===== src/hdl/parallel_io_ports_defs.vh =====
`ifndef PARALLEL_IO_PORTS_DEFS_VH
`define PARALLEL_IO_PORTS_DEFS_VH

// ----------------------------------------------------------------
// register indices (byte address is four times the index)
// ----------------------------------------------------------------
`define IDX_PORT_A_LATCH 11'h000
`define IDX_PORT_B_LATCH 11'h001
`define IDX_PORT_C_LATCH 11'h002
`define IDX_PORT_D_LATCH 11'h003
`define IDX_PORT_A_DIRECTION 11'h004
`define IDX_PORT_B_DIRECTION 11'h005
`define IDX_PORT_C_DIRECTION 11'h006
`define IDX_PORT_D_DIRECTION 11'h007
`define IDX_PORT_E_LATCH 11'h008
`define IDX_PORT_E_DIRECTION 11'h00C
`define IDX_PORT_A_PULLUP_ENABLE 11'h00D
`define IDX_PORT_C_PULLUP_ENABLE 11'h00E
`define IDX_PORT_D_PULLUP_ENABLE 11'h00F
`define IDX_PORT_F_LATCH 11'h440
`define IDX_PORT_G_LATCH 11'h441
`define IDX_PORT_F_DIRECTION 11'h444
`define IDX_PORT_G_DIRECTION 11'h445
`define IDX_PORT_F_PULLUP_ENABLE 11'h446

// ----------------------------------------------------------------
// implemented bit masks and reset values
// ----------------------------------------------------------------
`define MASK_FULL 8'hFF
`define MASK_PORT_C 8'h7F
`define MASK_PORT_E 8'h3F
`define DIRECTION_RESET 8'h00
`define PULLUP_RESET 8'h00
`define READ_UNMAPPED 8'h00

// ----------------------------------------------------------------
// latch bank slots
// ----------------------------------------------------------------
`define SLOT_A 3'h0
`define SLOT_B 3'h1
`define SLOT_C 3'h2
`define SLOT_D 3'h3
`define SLOT_E 3'h4
`define SLOT_F 3'h5
`define SLOT_G 3'h6

// ----------------------------------------------------------------
// shared functions
// ----------------------------------------------------------------
`define CONV_BASE_B 5'h00
`define CONV_BASE_A 5'h08
`define CONV_BASE_G 5'h10
`define PIN_CAN_TX 16
`define PIN_CAN_RX 17

`endif


===== src/hdl/parallel_io_ports.v =====
// Functional notes
// - each pin of all seven ports is separately set as input or output.
// - ports A, C, D, F have per-bit pullups, active only on inputs.
// - an output bit has its pullup forced off; it returns on input.
// - direction registers A to E sit at fixed offsets, reset to zero.
// - unused upper bits of C and E registers read zero, ignore writes.
// - pullup enables A, C, D at consecutive offsets, reset to zero.
// - pins hand over to keyboard, converter and CAN under their enables.
// - direction one enables the output driver, zero disables it.
// - data read gives latch for outputs, sampled pin for inputs.
// - latch writes always land; on inputs they do not reach the pin.
`timescale 1ns/1ns
`include "parallel_io_ports_defs.vh"

module parallel_io_ports (
	input wire clk,
	input wire srst,
	input wire [12:0] address,
	input wire read,
	input wire write,
	input wire [31:0] writedata,
	input wire [3:0] byteenable,
	output reg [31:0] readdata,
	output reg waitrequest,
	input wire [55:0] pinIn,
	output reg [55:0] pinOut,
	output reg [55:0] pinOe,
	output reg [55:0] pullupOn,
	input wire [7:0] keyboardPinEnable,
	input wire [4:0] converterChannelSelect,
	input wire converterActive,
	input wire canPinEnable,
	input wire canTxData
);

	// ----------------------------------------------------------------
	// helper functions
	// ----------------------------------------------------------------

	// one-hot of the port pin that the converter channel selects
	// channels beyond the three converter ports hit no pin at all
	function [7:0] channelHit;
		input [4:0] sel;
		input [4:0] base;
		input active;
		reg [4:0] diff;
		begin
			diff = sel - base;
			channelHit = 8'h00;
			if (active && (sel >= base) && (diff < 5'h08)) begin
				channelHit = 8'h01 << diff[2:0];
			end
		end
	endfunction

	// data read: latch where the direction bit is one, pin level where it is zero
	function [7:0] portRead;
		input [7:0] latch;
		input [7:0] dir;
		input [7:0] pin;
		input [7:0] mask;
		begin
			portRead = ((latch & dir) | (pin & ~dir)) & mask;
		end
	endfunction

	// ----------------------------------------------------------------
	// register state
	// ----------------------------------------------------------------
	reg [7:0] dirA;
	reg [7:0] dirB;
	reg [7:0] dirC;
	reg [7:0] dirD;
	reg [7:0] dirE;
	reg [7:0] dirF;
	reg [7:0] dirG;
	reg [7:0] pueA;
	reg [7:0] pueC;
	reg [7:0] pueD;
	reg [7:0] pueF;

	wire [10:0] regIndex;
	wire [7:0] wrByte;
	wire writeTake;
	wire [55:0] latchFlat;
	reg latchWrite;
	reg [2:0] latchSlot;
	reg [7:0] latchData;
	reg [7:0] next_readByte;

	// byte address to word index; registers live in the low byte lane
	assign regIndex = address[12:2];
	assign wrByte = writedata[7:0];
	// a write lands at the edge where waitrequest is seen low
	assign writeTake = write & ~waitrequest & byteenable[0];

	// ----------------------------------------------------------------
	// data latch path
	// ----------------------------------------------------------------

	// steer a latch write to its slot, masking unimplemented bits
	// the bank has no reset input, so srst cannot disturb a latch by mistake
	always @* begin
		latchWrite = 1'b0;
		latchSlot = `SLOT_A;
		latchData = wrByte;
		if (writeTake) begin
			case (regIndex)
				`IDX_PORT_A_LATCH: begin
					latchWrite = 1'b1;
					latchSlot = `SLOT_A;
				end
				`IDX_PORT_B_LATCH: begin
					latchWrite = 1'b1;
					latchSlot = `SLOT_B;
				end
				`IDX_PORT_C_LATCH: begin
					latchWrite = 1'b1;
					latchSlot = `SLOT_C;
					latchData = wrByte & `MASK_PORT_C;
				end
				`IDX_PORT_D_LATCH: begin
					latchWrite = 1'b1;
					latchSlot = `SLOT_D;
				end
				`IDX_PORT_E_LATCH: begin
					latchWrite = 1'b1;
					latchSlot = `SLOT_E;
					latchData = wrByte & `MASK_PORT_E;
				end
				`IDX_PORT_F_LATCH: begin
					latchWrite = 1'b1;
					latchSlot = `SLOT_F;
				end
				`IDX_PORT_G_LATCH: begin
					latchWrite = 1'b1;
					latchSlot = `SLOT_G;
				end
				default: begin
					latchWrite = 1'b0;
				end
			endcase
		end
	end

	port_latch_bank latches (
		.clk(clk),
		.writeEnable(latchWrite),
		.writeSlot(latchSlot),
		.writeData(latchData),
		.latchFlat(latchFlat)
	);

	// ----------------------------------------------------------------
	// direction and pullup registers
	// ----------------------------------------------------------------

	// direction clears to inputs on reset; latches are not touched here
	always @(posedge clk) begin
		if (srst) begin
			dirA <= `DIRECTION_RESET;
			dirB <= `DIRECTION_RESET;
			dirC <= `DIRECTION_RESET;
			dirD <= `DIRECTION_RESET;
			dirE <= `DIRECTION_RESET;
			dirF <= `DIRECTION_RESET;
			dirG <= `DIRECTION_RESET;
			pueA <= `PULLUP_RESET;
			pueC <= `PULLUP_RESET;
			pueD <= `PULLUP_RESET;
			pueF <= `PULLUP_RESET;
		end else if (writeTake) begin
			case (regIndex)
				`IDX_PORT_A_DIRECTION: dirA <= wrByte;
				`IDX_PORT_B_DIRECTION: dirB <= wrByte;
				`IDX_PORT_C_DIRECTION: dirC <= wrByte & `MASK_PORT_C;
				`IDX_PORT_D_DIRECTION: dirD <= wrByte;
				`IDX_PORT_E_DIRECTION: dirE <= wrByte & `MASK_PORT_E;
				`IDX_PORT_F_DIRECTION: dirF <= wrByte;
				`IDX_PORT_G_DIRECTION: dirG <= wrByte;
				`IDX_PORT_A_PULLUP_ENABLE: pueA <= wrByte;
				`IDX_PORT_C_PULLUP_ENABLE: pueC <= wrByte & `MASK_PORT_C;
				`IDX_PORT_D_PULLUP_ENABLE: pueD <= wrByte;
				`IDX_PORT_F_PULLUP_ENABLE: pueF <= wrByte;
				default: begin
					dirA <= dirA;
				end
			endcase
		end
	end

	// ----------------------------------------------------------------
	// read multiplexer
	// ----------------------------------------------------------------

	// unmapped indices read zero rather than stall the bus
	// pins are taken as synchronous, so the read path has no synchroniser
	always @* begin
		next_readByte = `READ_UNMAPPED;
		case (regIndex)
			`IDX_PORT_A_LATCH:
				next_readByte = portRead(latchFlat[7:0], dirA, pinIn[7:0], `MASK_FULL);
			`IDX_PORT_B_LATCH:
				next_readByte = portRead(latchFlat[15:8], dirB, pinIn[15:8], `MASK_FULL);
			`IDX_PORT_C_LATCH:
				next_readByte = portRead(latchFlat[23:16], dirC, pinIn[23:16], `MASK_PORT_C);
			`IDX_PORT_D_LATCH:
				next_readByte = portRead(latchFlat[31:24], dirD, pinIn[31:24], `MASK_FULL);
			`IDX_PORT_E_LATCH:
				next_readByte = portRead(latchFlat[39:32], dirE, pinIn[39:32], `MASK_PORT_E);
			`IDX_PORT_F_LATCH:
				next_readByte = portRead(latchFlat[47:40], dirF, pinIn[47:40], `MASK_FULL);
			`IDX_PORT_G_LATCH:
				next_readByte = portRead(latchFlat[55:48], dirG, pinIn[55:48], `MASK_FULL);
			`IDX_PORT_A_DIRECTION: next_readByte = dirA;
			`IDX_PORT_B_DIRECTION: next_readByte = dirB;
			`IDX_PORT_C_DIRECTION: next_readByte = dirC & `MASK_PORT_C;
			`IDX_PORT_D_DIRECTION: next_readByte = dirD;
			`IDX_PORT_E_DIRECTION: next_readByte = dirE & `MASK_PORT_E;
			`IDX_PORT_F_DIRECTION: next_readByte = dirF;
			`IDX_PORT_G_DIRECTION: next_readByte = dirG;
			`IDX_PORT_A_PULLUP_ENABLE: next_readByte = pueA;
			`IDX_PORT_C_PULLUP_ENABLE: next_readByte = pueC & `MASK_PORT_C;
			`IDX_PORT_D_PULLUP_ENABLE: next_readByte = pueD;
			`IDX_PORT_F_PULLUP_ENABLE: next_readByte = pueF;
			default: next_readByte = `READ_UNMAPPED;
		endcase
	end

	// ----------------------------------------------------------------
	// bus handshake
	// ----------------------------------------------------------------

	// one wait state: request seen with waitrequest high, answer next edge.
	// the extra cycle lets read data come from a flop at the cost of latency
	// a master that keeps its request up past the answer is served again
	always @(posedge clk) begin
		if (srst) begin
			waitrequest <= 1'b1;
			readdata <= 32'h00000000;
		end else if ((read | write) & waitrequest) begin
			waitrequest <= 1'b0;
			if (read) begin
				readdata <= {24'h000000, next_readByte};
			end
		end else begin
			waitrequest <= 1'b1;
		end
	end

	// ----------------------------------------------------------------
	// pin control
	// ----------------------------------------------------------------
	reg [55:0] dirAll;
	reg [55:0] pueAll;
	reg [55:0] forceIn;
	reg [55:0] next_pinOe;
	reg [55:0] next_pinOut;
	reg [55:0] next_pullupOn;

	// peripheral ownership overrides direction; pullups exist on A, C, D, F
	// a pin handed to keyboard, converter or CAN receive is never driven, whatever its direction bit; the CAN transmit pin is always driven while canPinEnable is set
	always @* begin
		dirAll = {dirG, dirF, dirE & `MASK_PORT_E, dirD, dirC & `MASK_PORT_C, dirB, dirA};
		pueAll = {8'h00, pueF, 8'h00, pueD, pueC & `MASK_PORT_C, 8'h00, pueA};
		forceIn = 56'h00000000000000;
		// keyboard and converter take port A pins as inputs
		forceIn[7:0] = keyboardPinEnable |
			channelHit(converterChannelSelect, `CONV_BASE_A, converterActive);
		forceIn[15:8] = channelHit(converterChannelSelect, `CONV_BASE_B, converterActive);
		forceIn[55:48] = channelHit(converterChannelSelect, `CONV_BASE_G, converterActive);
		// CAN receive pin is input, transmit pin driven below
		forceIn[`PIN_CAN_RX] = canPinEnable;
		// direction one enables the driver, zero releases the pin
		next_pinOe = dirAll & ~forceIn;
		// latch reaches the pin only where driven
		next_pinOut = latchFlat & next_pinOe;
		if (canPinEnable) begin
			next_pinOe[`PIN_CAN_TX] = 1'b1;
			next_pinOut[`PIN_CAN_TX] = canTxData;
		end
		// pullup only while the bit is an undriven port input
		next_pullupOn = pueAll & ~next_pinOe & ~forceIn;
	end

	// register the pin side so every pin output is a flop
	always @(posedge clk) begin
		if (srst) begin
			pinOe <= 56'h00000000000000;
			pinOut <= 56'h00000000000000;
			pullupOn <= 56'h00000000000000;
		end else begin
			pinOe <= next_pinOe;
			pinOut <= next_pinOut;
			pullupOn <= next_pullupOn;
		end
	end

endmodule // parallel_io_ports


===== src/hdl/port_latch_bank.v =====
`timescale 1ns/1ns
// ----------------------------------------------------------------
// port data latches, seven bytes, untouched by reset
// ----------------------------------------------------------------
module port_latch_bank (
	input wire clk,
	input wire writeEnable,
	input wire [2:0] writeSlot,
	input wire [7:0] writeData,
	output wire [55:0] latchFlat
);
	reg [7:0] mem [0:6];

	// no reset term: the latches keep their contents across reset
	always @(posedge clk) begin
		if (writeEnable) begin
			mem[writeSlot] <= writeData;
		end
	end

	// every slot is a flip-flop, so the pins see a registered value
	assign latchFlat = {mem[6], mem[5], mem[4], mem[3], mem[2], mem[1], mem[0]};
endmodule // port_latch_bank


===== config.mk =====
export PLATFORM = sky130hd
export DESIGN_NAME = parallel_io_ports
export DESIGN_NICKNAME = d
export VERILOG_FILES = /design/src/hdl/parallel_io_ports.v /design/src/hdl/port_latch_bank.v
export VERILOG_INCLUDE_DIRS = /design/src /design/src/hdl
export SDC_FILE = /design/constraint.sdc
export NUM_CORES = 1
export LEC_CHECK = 0
export ABC_AREA = 1
export BUFFER_PORTS_ARGS = -buffer_cell sky130_fd_sc_hd__buf_4
export CAP_MARGIN = 10
export CORE_MARGIN = 2
export CORE_UTILIZATION = 50
export DETAILED_ROUTE_END_ITERATION = 6
export PLACE_DENSITY_LB_ADDON = 0.2
export SYNTH_ARGS = -nofsm -noshare
export SYNTH_HDL_FRONTEND = slang
export SYNTH_SLANG_ARGS = --single-unit

===== constraint.sdc =====
create_clock -name clk -period 3.2 [get_ports clk]
set_clock_uncertainty 0.1 [all_clocks]
set_input_delay 0.64 -clock clk [delete_from_list [all_inputs] [get_ports clk]]
set_output_delay 0.64 -clock clk [all_outputs]
set_load 0.1 [all_outputs]

==> results.sh, run 1 <==
export IMPL_synth_cell_type_count=30
export IMPL_multi_input_area_um2=3980
export IMPL_clkPwrFrac=0.442
export IMPL_design_final_nets=1717
export IMPL_power_density_nw_per_um2=543
export IMPL_crit_chain="buf_4 -> nor2_1 -> nand2_1 -> nor2_4 -> buf_4 -> nand3_1 -> o21ai_0 -> a21oi_1"
export IMPL_drc_viols=0
export IMPL_worst_hold_path_stage_count=2
export IMPL_power_leakage_nw=6.16
export IMPL_cp_arrival_ps=2650
export IMPL_cts_resized=0
export IMPL_power_sequential_fraction=0.475
export IMPL_power_mw=7.64
export IMPL_cp_required_ps=3510
export IMPL_timing_fmax_ghz=0.428
export IMPL_dr_first_iter_drc_count=1126
export IMPL_insertedDiodeCount=0
export IMPL_route_detailed_wl_per_inst_um=18.7
export IMPL_final_cell_mix="sky130_fd_sc_hd__buf_4 (254), sky130_fd_sc_hd__dfxtp_1 (230), sky130_fd_sc_hd__inv_1 (169)"
export IMPL_effective_utilization_at_floorplan=0.506
export IMPL_worst_slew_margin_rel=0.464
export IMPL_post_cts_setup_buffers=0
export IMPL_die_x_um=155
export IMPL_final_hold_viol_count=0
export IMPL_crit_path_max_fo=55
export IMPL_layout_cells_most_common="sky130_fd_sc_hd__buf_4"
export IMPL_critical_path_slowest_cell="sky130_fd_sc_hd__nand3_1"
export IMPL_outcome="complete, no violations"
export IMPL_end_kind="register"
export IMPL_post_synth_and_or_nand_nor_area_fraction=0.207
export IMPL_ff2ff_path_depth=5
export IMPL_synth_compound_gate_area_share=0.125
export IMPL_grt_total_usage=0.290
export IMPL_grt_start_max_net_pins=144
export IMPL_wire_length_of_the_first_global_routing_pass_um=53100
export IMPL_cts_buffer_depth=3
export IMPL_cpPeakStageDelay_ps=520
export IMPL_critical_path_class="in2reg"
export IMPL_avgViaCountPerCell=5.31
export IMPL_vdd_ir_drop_worst_uv=445
export IMPL_design_portCount=326
export IMPL_fp_row_count=55
export IMPL_regToRegStartpoint="waitrequest$_SDFF_PP1_"
export IMPL_timing_final_setup_violations=0
export IMPL_internal_power_mw=5.79
export IMPL_syn_instance_count=1372
export IMPL_routed_wirelength_um=35600
export IMPL_final_period_demand_of_the_worst_path_ps=2340
export IMPL_synth_sequential_area_ratio=0.546
export IMPL_place_gp_congestion=0.934
export IMPL_placeableCoreArea_um2=22400
export IMPL_floorplan_die_height_um=155
export IMPL_timing_max_cap_violations=0
export IMPL_synthXorXnorAreaFrac=0
export IMPL_yosysWarningCount=0
export IMPL_cts_buffers=28
export IMPL_die_area_um2=23900
export IMPL_whs_ps=205
export IMPL_start_kind="input pin"
export IMPL_layout_filler_cells=1970
export IMPL_via_count_of_the_first_global_routing_pass=9342
export IMPL_post_place_cells=1847
export IMPL_grt_overflow=0
export IMPL_netSwitchingPower_mw=1.85
export IMPL_crit_start="address[7]"
export IMPL_routed_via_count=10100
export IMPL_instances_no_fill=1898
export IMPL_timing_final_crit_share=0.731
export IMPL_synthToLayoutAreaGrowth_pct=24.0
export IMPL_power_combinational_fraction=0.084
export IMPL_synthMuxAreaShare=0.000882
export IMPL_critical_path_most_common_cell="sky130_fd_sc_hd__buf_4"
export IMPL_cts_hold_fix_buffers=0
export IMPL_slew_viol_final=0
export IMPL_finalSetupTns_ps=0
export IMPL_clock_sinks=283
export IMPL_synth_ff_latch_count=283
export IMPL_worstSkewPairLatency_ps=540
export IMPL_cell_area_after_layout_um2=14100
export IMPL_count_of_buffers_from_port_buffering=238
export IMPL_drt_pass1_iter_count=6
export IMPL_synthesis_area_um2=11400
export IMPL_synth_adder_area_share=0
export IMPL_layout_drive_gt1_share=0.200
export IMPL_worst_pin_slew_ps=804
export IMPL_sequential_cell_area_um2=6200
export IMPL_grt_antenna_before_repair=0
export IMPL_switching_share=0.243
export IMPL_dpl_instance_area_um2=13100
export IMPL_worst_hold_class="in2reg"
export IMPL_syn_area_per_cell_um2=8.28
export IMPL_crit_path_end="pueA[1]$_SDFFE_PP0P_"
export IMPL_detail_route_antenna_nets=0
export IMPL_timing_rr_end="latches.mem[1][5]$_DFFE_PP_"
export IMPL_cts_tree="built"
export IMPL_register_clock_pin_slew_on_the_reported_worst_setup_and_hold_paths_ps=70
export IMPL_synth_top_family_by_area="simple AND/OR/NAND/NOR gates"
export IMPL_htree_num_levels=1
export IMPL_reg2reg_setup_slack_ps=1050
export IMPL_rsz0062_at_grt="false"
export IMPL_root_buffer="sky130_fd_sc_hd__clkbuf_16"
export IMPL_dp_final_hpwl_um=25500
==> cells by family (layout without fill, tap and decap cells) <==
| logic type | count (synthesis) | count (layout) |
|---|---|---|
| flip-flops | 283 | 283 |
| other | 1 | 55 |
| multiplexers | 1 | 1 |
| buffers and inverters | 292 | 479 |
| AND/OR/NAND/NOR | 516 | 516 |
| AO/OA/AOI/OAI | 279 | 279 |
==> cells in the mapped netlist <==
cell type	count	area share
sky130_fd_sc_hd__dfxtp_1	230	0.41
sky130_fd_sc_hd__inv_1	169	0.056
sky130_fd_sc_hd__o21ai_0	153	0.067
sky130_fd_sc_hd__nand2_1	151	0.050
sky130_fd_sc_hd__nand3_1	148	0.065
sky130_fd_sc_hd__nor2_1	105	0.035
sky130_fd_sc_hd__a21oi_1	102	0.045
sky130_fd_sc_hd__nor3_1	81	0.036
sky130_fd_sc_hd__buf_4	58	0.038
sky130_fd_sc_hd__edfxtp_1	53	0.14
sky130_fd_sc_hd__clkbuf_1	34	0.011
sky130_fd_sc_hd__buf_2	21	0.0093
sky130_fd_sc_hd__o21ai_1	13	0.0057
sky130_fd_sc_hd__nor2_2	7	0.0039
sky130_fd_sc_hd__nor4_1	7	0.0039
sky130_fd_sc_hd__nor2_4	6	0.0060
sky130_fd_sc_hd__o21bai_1	6	0.0040
sky130_fd_sc_hd__buf_6	5	0.0050
sky130_fd_sc_hd__inv_2	4	0.0013
sky130_fd_sc_hd__nand2_2	4	0.0022
sky130_fd_sc_hd__nand3_2	3	0.0026
sky130_fd_sc_hd__a31oi_1	2	0.0011
sky130_fd_sc_hd__nor3b_1	2	0.0013
sky130_fd_sc_hd__o21a_1	2	0.0013
sky130_fd_sc_hd__a21boi_0	1	0.00066
sky130_fd_sc_hd__and2_1	1	0.00055
sky130_fd_sc_hd__buf_1	1	0.00033
sky130_fd_sc_hd__conb_1	1	0.00033
sky130_fd_sc_hd__mux2i_1	1	0.00088
sky130_fd_sc_hd__nand4_1	1	0.00055
==> registers in the layout (all words and copies together) (netlist names), 31 cells and up <==
signal and flops:
pinOut 53, pullupOn 31, pinOe 53, latches.mem 53
==> worst min-delay path by stage <==
stage / end / slack (ps) / start
2_1_floorplan: pullupOn[19]$_SDFF_PP0_ / 300 / dirC[3]$_SDFFE_PP0P_
3_3_place_gp: pullupOn[29]$_SDFF_PP0_ / 300 / dirD[5]$_SDFFE_PP0P_
3_5_place_dp: pullupOn[25]$_SDFF_PP0_ / 310 / dirD[1]$_SDFFE_PP0P_
4_1_cts: pinOe[17]$_SDFF_PP0_ / 190 / canPinEnable
5_1_grt: pullupOn[16]$_SDFF_PP0_ / 190 / canPinEnable
6_report: pinOe[17]$_SDFF_PP0_ / 210 / canPinEnable
==> power by group through the flow <==
| stage | combinational, mW | sequential (mW) | clock (mW) |
|---|---|---|---|
| after floorplan | 0.479 | 3.73 | 0 |
| after global placement | 0.627 | 3.71 | 0 |
| after detailed placement | 0.630 | 3.71 | 0 |
| after CTS | 0.633 | 3.63 | 3.41 |
| after global routing | 0.669 | 3.63 | 3.56 |
| final | 0.639 | 3.63 | 3.38 |
==> through the flow <==
stage	setup WS, ps	util
final	862	0.628
after global placement	395	0.584
after detailed placement	329	0.584
after global routing	608	0.628
after floorplan	738	-
after CTS	898	0.628
==> cell type report <==
cell class / instances / area share
clock buffers: 48 / 0.0660
clock inverters: 3 / 0.00284
inverters: 173 / 0.0461
multi-input cells: 851 / 0.283
flip-flops and latches: 283 / 0.440
well taps: 285 / 0.0253
repair buffers: 255 / 0.137
==> routing by layer <==
| layer | vias up | global-route usage | part of all wire |
|---|---|---|---|
| met2 | 505 | 0.474 | 0.47 |
| met1 | 4647 | 0.393 | 0.40 |
| met5 | - | 0 | 0 |
| met3 | 70 | 0.0569 | 0.095 |
| li1 | 4856 | - | - |
| met4 | 0 | 0.0886 | 0.033 |
==> critical path: cells and delay by family <==
kind	cells	cell delay, ps
buffers and inverters	2	610
AO/OA/AOI/OAI	2	380
AND/OR/NAND/NOR	4	1000
Note: power is estimated with default switching activity, not from simulation.
==> run 2: changes to the inputs <==
==> constraint.sdc (replaced) <==
create_clock -name clk -period 2.36 [get_ports clk]
set_clock_uncertainty 0.1 [all_clocks]
set_input_delay 0.472 -clock clk [delete_from_list [all_inputs] [get_ports clk]]
set_output_delay 0.472 -clock clk [all_outputs]
set_load 0.1 [all_outputs]
==> results.sh, run 2 (synthesis gave the netlist of run 1 again) <==
export IMPL_outcome="complete, no violations"
export IMPL_worst_hold_class="in2reg"
export IMPL_worst_slew_margin_rel=0.421
export IMPL_critical_path_slowest_cell="sky130_fd_sc_hd__nor2_1"
export IMPL_cpPeakStageDelay_ps=680
export IMPL_detail_route_antenna_nets=0
export IMPL_crit_path_max_fo=8
export IMPL_layout_drive_gt1_share=0.221
export IMPL_drt_pass1_iter_count=7
export IMPL_grt_start_max_net_pins=87
export IMPL_cts_buffers=29
export IMPL_start_kind="register"
export IMPL_drc_viols=0
export IMPL_cts_tree="built"
export IMPL_preCtsSetupSlack_ps=-160
export IMPL_avgViaCountPerCell=5.25
export IMPL_via_count_of_the_first_global_routing_pass=9607
export IMPL_cts_resized=0
export IMPL_layout_filler_cells=1950
export IMPL_finalSetupTns_ps=0
export IMPL_vdd_ir_drop_worst_uv=527
export IMPL_grt_antenna_before_repair=0
export IMPL_clock_sinks=283
export IMPL_power_leakage_nw=6.36
export IMPL_dp_final_hpwl_um=26200
export IMPL_placeableCoreArea_um2=22400
export IMPL_final_hold_viol_count=0
export IMPL_cts_buffer_depth=3
export IMPL_timing_final_setup_violations=0
export IMPL_dr_first_iter_drc_count=798
export IMPL_layout_cells_most_common="sky130_fd_sc_hd__buf_4"
export IMPL_grt_overflow=0
export IMPL_design_portCount=326
export IMPL_post_cts_setup_buffers=0
export IMPL_path_buf_inv=2
export IMPL_count_of_buffers_from_port_buffering=238
export IMPL_cp_required_ps=2420
export IMPL_power_density_nw_per_um2=724
export IMPL_timing_fmax_ghz=0.470
export IMPL_design_final_nets=1758
export IMPL_slew_viol_final=0
export IMPL_routed_via_count=10200
export IMPL_register_clock_pin_slew_on_the_reported_worst_setup_and_hold_paths_ps=60
export IMPL_timing_final_crit_share=0.902
export IMPL_rsz0062_at_grt="false"
export IMPL_insertedDiodeCount=0
export IMPL_final_period_demand_of_the_worst_path_ps=2130
export IMPL_fp_row_count=55
export IMPL_cp_arrival_ps=2190
export IMPL_floorplan_die_height_um=155
export IMPL_setup_slack_ps=230
export IMPL_critical_path_class="reg2reg"
export IMPL_htree_num_levels=1
export IMPL_critical_path_top_delay_family="simple AND/OR/NAND/NOR gates"
export IMPL_die_x_um=155
export IMPL_timing_max_cap_violations=0
export IMPL_wire_length_of_the_first_global_routing_pass_um=53900
export IMPL_grt_total_usage=0.294
export IMPL_final_cell_mix="sky130_fd_sc_hd__buf_4 (292), sky130_fd_sc_hd__dfxtp_1 (229), sky130_fd_sc_hd__inv_1 (169)"
export IMPL_reg_top3="latches.mem x53, pinOe x53, pinOut x53"
export IMPL_cts_hold_fix_buffers=0
export IMPL_synthToLayoutAreaGrowth_pct=27.0
export IMPL_place_gp_congestion=0.908
export IMPL_route_detailed_wl_per_inst_um=18.5
export IMPL_critical_path_most_common_cell="sky130_fd_sc_hd__inv_1"
export IMPL_effective_utilization_at_floorplan=0.506
export IMPL_worst_pin_slew_ps=866
export IMPL_routed_wirelength_um=36000
export IMPL_crit_chain="inv_1 -> nand3_1 -> a31oi_1 -> inv_1 -> o21ai_0 -> nor2_1"
export IMPL_root_buffer="sky130_fd_sc_hd__clkbuf_16"
export IMPL_die_area_um2=23900
export IMPL_end_kind="register"
export IMPL_worstSkewPairLatency_ps=540
run 2: changes by cell type in the layout (fill, tap and decap cells not counted):
cell	change
sky130_fd_sc_hd__clkinv_4	+1
sky130_fd_sc_hd__clkinvlp_4	+1
sky130_fd_sc_hd__clkbuf_16	-1
sky130_fd_sc_hd__bufinv_16	+1
sky130_fd_sc_hd__clkbuf_8	-1
sky130_fd_sc_hd__buf_4	+38
sky130_fd_sc_hd__clkinv_2	+1
sky130_fd_sc_hd__buf_12	+2
sky130_fd_sc_hd__dfxtp_1	-1
sky130_fd_sc_hd__dfxtp_2	+1
run 2: worst paths after layout:
check	to	cells past startpoint	from	slack, ps
max reg2reg	latches.mem[0][5]$_DFFE_PP_	6	waitrequest$_SDFF_PP1_	230
min	pinOut[17]$_SDFF_PP0_	2	canPinEnable	40
min reg2reg	pullupOn[29]$_SDFF_PP0_	1	dirD[5]$_SDFFE_PP0P_	320
max	latches.mem[0][5]$_DFFE_PP_	6	waitrequest$_SDFF_PP1_	230
run 2: through the flow:
step / hold WS (ps) / util / std cells / power, mW / area, um^2
floorplan: 298 / - / 1426 / 5.70 / 11600
global placement: 305 / 0.599 / 1887 / 5.90 / 13400
detailed placement: 308 / 0.599 / 1887 / 5.90 / 13400
CTS: 21.0 / 0.643 / 1940 / 10.5 / 14400
global route: 21.7 / 0.643 / 1940 / 10.7 / 14400
finish: 36.9 / 0.643 / 1940 / 10.4 / 14400
run 2: report_power, final:
part	switching, mW	internal (mW)
Sequential	0.00154	4.92
Clock	1.83	2.79
Combinational	0.704	0.183
Total	2.54	7.90
run 2: per-layer routing:
layer	part of all wire	GRT usage	vias to the layer above
met5	0	0	-
met4	0.030	0.0944	0
met3	0.099	0.0619	73
met2	0.46	0.480	498
met1	0.41	0.393	4694
li1	-	-	4919
run 2: worst reg2reg max path, cell delays in order (launching register included):
cell                      delay, ps
sky130_fd_sc_hd__dfxtp_2        340
sky130_fd_sc_hd__inv_1           40
sky130_fd_sc_hd__nand3_1        230
sky130_fd_sc_hd__a31oi_1        120
sky130_fd_sc_hd__inv_1          120
sky130_fd_sc_hd__o21ai_0        130
sky130_fd_sc_hd__nor2_1         680
run 2: final cells by class:
| class | instances | area, um^2 | area share |
|---|---|---|---|
| sequential | 283 | 6200 | 0.430 |
| clock buffer | 46 | 891 | 0.0618 |
| tap | 285 | 357 | 0.0247 |
| inverter | 173 | 649 | 0.0450 |
| timing repair buffer | 295 | 2250 | 0.156 |
| clock inverter | 7 | 91.3 | 0.00633 |
| multi-input combinational | 851 | 3980 | 0.276 |
==> run 3: changes to the inputs <==
--- a/config.mk
+++ b/config.mk
@@ -9,8 +9,10 @@
 export ABC_AREA = 1
 export BUFFER_PORTS_ARGS = -buffer_cell sky130_fd_sc_hd__buf_4
 export CAP_MARGIN = 10
+export CELL_PAD_IN_SITES_DETAIL_PLACEMENT = 0
+export CELL_PAD_IN_SITES_GLOBAL_PLACEMENT = 1
 export CORE_MARGIN = 2
-export CORE_UTILIZATION = 50
+export CORE_UTILIZATION = 38
 export DETAILED_ROUTE_END_ITERATION = 6
 export PLACE_DENSITY_LB_ADDON = 0.2
 export SYNTH_ARGS = -nofsm -noshare
==> results.sh, run 3 (synthesis gave the netlist of run 1 again) <==
export IMPL_start_kind="register"
export IMPL_dp_final_hpwl_um=27700
export IMPL_register_clock_pin_slew_on_the_reported_worst_setup_and_hold_paths_ps=60
export IMPL_layout_cells_most_common="sky130_fd_sc_hd__buf_4"
export IMPL_htree_num_levels=1
export IMPL_place_gp_congestion=0.908
export IMPL_power_mw=10.6
export IMPL_timing_rr_end="dirE[5]$_SDFFE_PP0P_"
export IMPL_insertedDiodeCount=0
export IMPL_vdd_ir_drop_worst_uv=559
export IMPL_end_kind="register"
export IMPL_final_period_demand_of_the_worst_path_ps=1980
export IMPL_timing_final_setup_violations=0
export IMPL_routed_wirelength_um=37700
export IMPL_timing_fmax_ghz=0.504
export IMPL_routed_via_count=9796
export IMPL_timing_final_crit_share=0.840
export IMPL_critical_path_class="reg2reg"
export IMPL_count_of_buffers_from_port_buffering=238
export IMPL_worst_pin_slew_ps=681
export IMPL_instances_no_fill=2024
export IMPL_layout_drive_gt1_share=0.212
export IMPL_grt_start_max_net_pins=87
export IMPL_cp_required_ps=2680
export IMPL_regToRegStartpoint="waitrequest$_SDFF_PP1_"
export IMPL_routed_top_layer="met4"
export IMPL_preCtsSetupSlack_ps=106
export IMPL_clock_sinks=283
export IMPL_cts_hold_fix_buffers=0
export IMPL_rsz0062_at_grt="false"
export IMPL_slew_viol_final=0
export IMPL_timing_max_cap_violations=0
export IMPL_cts_buffers=29
export IMPL_placeableCoreArea_um2=29600
export IMPL_route_detailed_wl_per_inst_um=18.6
export IMPL_final_cell_mix="sky130_fd_sc_hd__buf_4 (268), sky130_fd_sc_hd__dfxtp_1 (229), sky130_fd_sc_hd__inv_1 (169)"
export IMPL_root_buffer="sky130_fd_sc_hd__clkbuf_16"
export IMPL_power_leakage_nw=6.29
export IMPL_drt_pass1_iter_count=5
export IMPL_worstSkewPairLatency_ps=550
export IMPL_power_density_nw_per_um2=732
export IMPL_reg2reg_setup_slack_ps=380
export IMPL_grt_overflow=0
export IMPL_drc_viols=0
export IMPL_avgViaCountPerCell=4.84
export IMPL_whs_ps=23.8
export IMPL_setup_slack_ps=377
export IMPL_cts_buffer_depth=3
export IMPL_grt_antenna_before_repair=0
export IMPL_cp_arrival_ps=2310
export IMPL_grt_total_usage=0.234
export IMPL_detail_route_wirelength_met1_um=16800
export IMPL_crit_start="waitrequest$_SDFF_PP1_"
export IMPL_die_area_um2=31300
export IMPL_cell_area_after_layout_um2=14500
export IMPL_dpl_instance_area_um2=13400
export IMPL_worst_hold_class="in2reg"
export IMPL_wire_length_of_the_first_global_routing_pass_um=54900
export IMPL_ff2ff_path_depth=6
export IMPL_crit_path_end="dirE[5]$_SDFFE_PP0P_"
export IMPL_route_met2_wl_um=17600
export IMPL_cts_tree="built"
export IMPL_fp_row_count=63
export IMPL_crit_path_max_fo=14
export IMPL_die_x_um=177
export IMPL_worst_slew_margin_rel=0.541
export IMPL_routed_wl_met3_um=2800
export IMPL_floorplan_die_height_um=177
export IMPL_utilization=0.489
export IMPL_dr_first_iter_drc_count=741
export IMPL_outcome="complete, no violations"
export IMPL_reg_top3="latches.mem x53, pinOe x53, pinOut x53"
export IMPL_detail_route_antenna_nets=0
export IMPL_post_cts_setup_buffers=0
export IMPL_final_hold_viol_count=0
export IMPL_via_count_of_the_first_global_routing_pass=9152
export IMPL_finalSetupTns_ps=0
export IMPL_post_place_cells=1971
export IMPL_design_final_nets=1737
export IMPL_cts_resized=0
export IMPL_synthToLayoutAreaGrowth_pct=27.4
export IMPL_effective_utilization_at_floorplan=0.384
export IMPL_design_portCount=326
run 3: changes by cell type in the layout (fill, tap and decap cells not counted), sizes merged:
cell      delta
clkbuf       -3
buf         -21
inv          +1
clkinvlp     +1
clkinv       +1
run 3: area by class of cell:
type / instances / area, um^2
fill: 2876 / 15100
sequential: 283 / 6200
multi-input combinational: 851 / 3980
timing repair buffer: 274 / 2130
clock buffer: 43 / 902
inverter: 173 / 649
tap: 390 / 488
clock inverter: 10 / 109
run 3: power by group:
group          internal [mW]  switching (mW)
registers               4.92         0.00165
clock network           2.86            1.92
logic                  0.174           0.707
run 3: worst max-delay path, cell delays in order, from the launching register on:
cell and delay, ps:
sky130_fd_sc_hd__dfxtp_2 330, sky130_fd_sc_hd__inv_1 50, sky130_fd_sc_hd__nand3_1 220, sky130_fd_sc_hd__inv_2 420, sky130_fd_sc_hd__nand3_1 400, sky130_fd_sc_hd__o21ai_0 280, sky130_fd_sc_hd__a21oi_1 50
run 3: layer usage:
layer / up-vias / global-route usage
met5: - / 0
met4: 0 / 0.0455
met3: 31 / 0.0406
met2: 330 / 0.385
met1: 4548 / 0.325
li1: 4887 / -
run 3: worst min path at each step:
stage | end | cells past startpoint | from
after floorplan | pullupOn[19]$_SDFF_PP0_ | 1 | dirC[3]$_SDFFE_PP0P_
after global placement | pullupOn[25]$_SDFF_PP0_ | 1 | dirD[1]$_SDFFE_PP0P_
after detailed placement | pullupOn[29]$_SDFF_PP0_ | 1 | dirD[5]$_SDFFE_PP0P_
after CTS | pinOe[17]$_SDFF_PP0_ | 2 | canPinEnable
after global routing | pinOe[17]$_SDFF_PP0_ | 2 | canPinEnable
final | pinOe[17]$_SDFF_PP0_ | 2 | canPinEnable
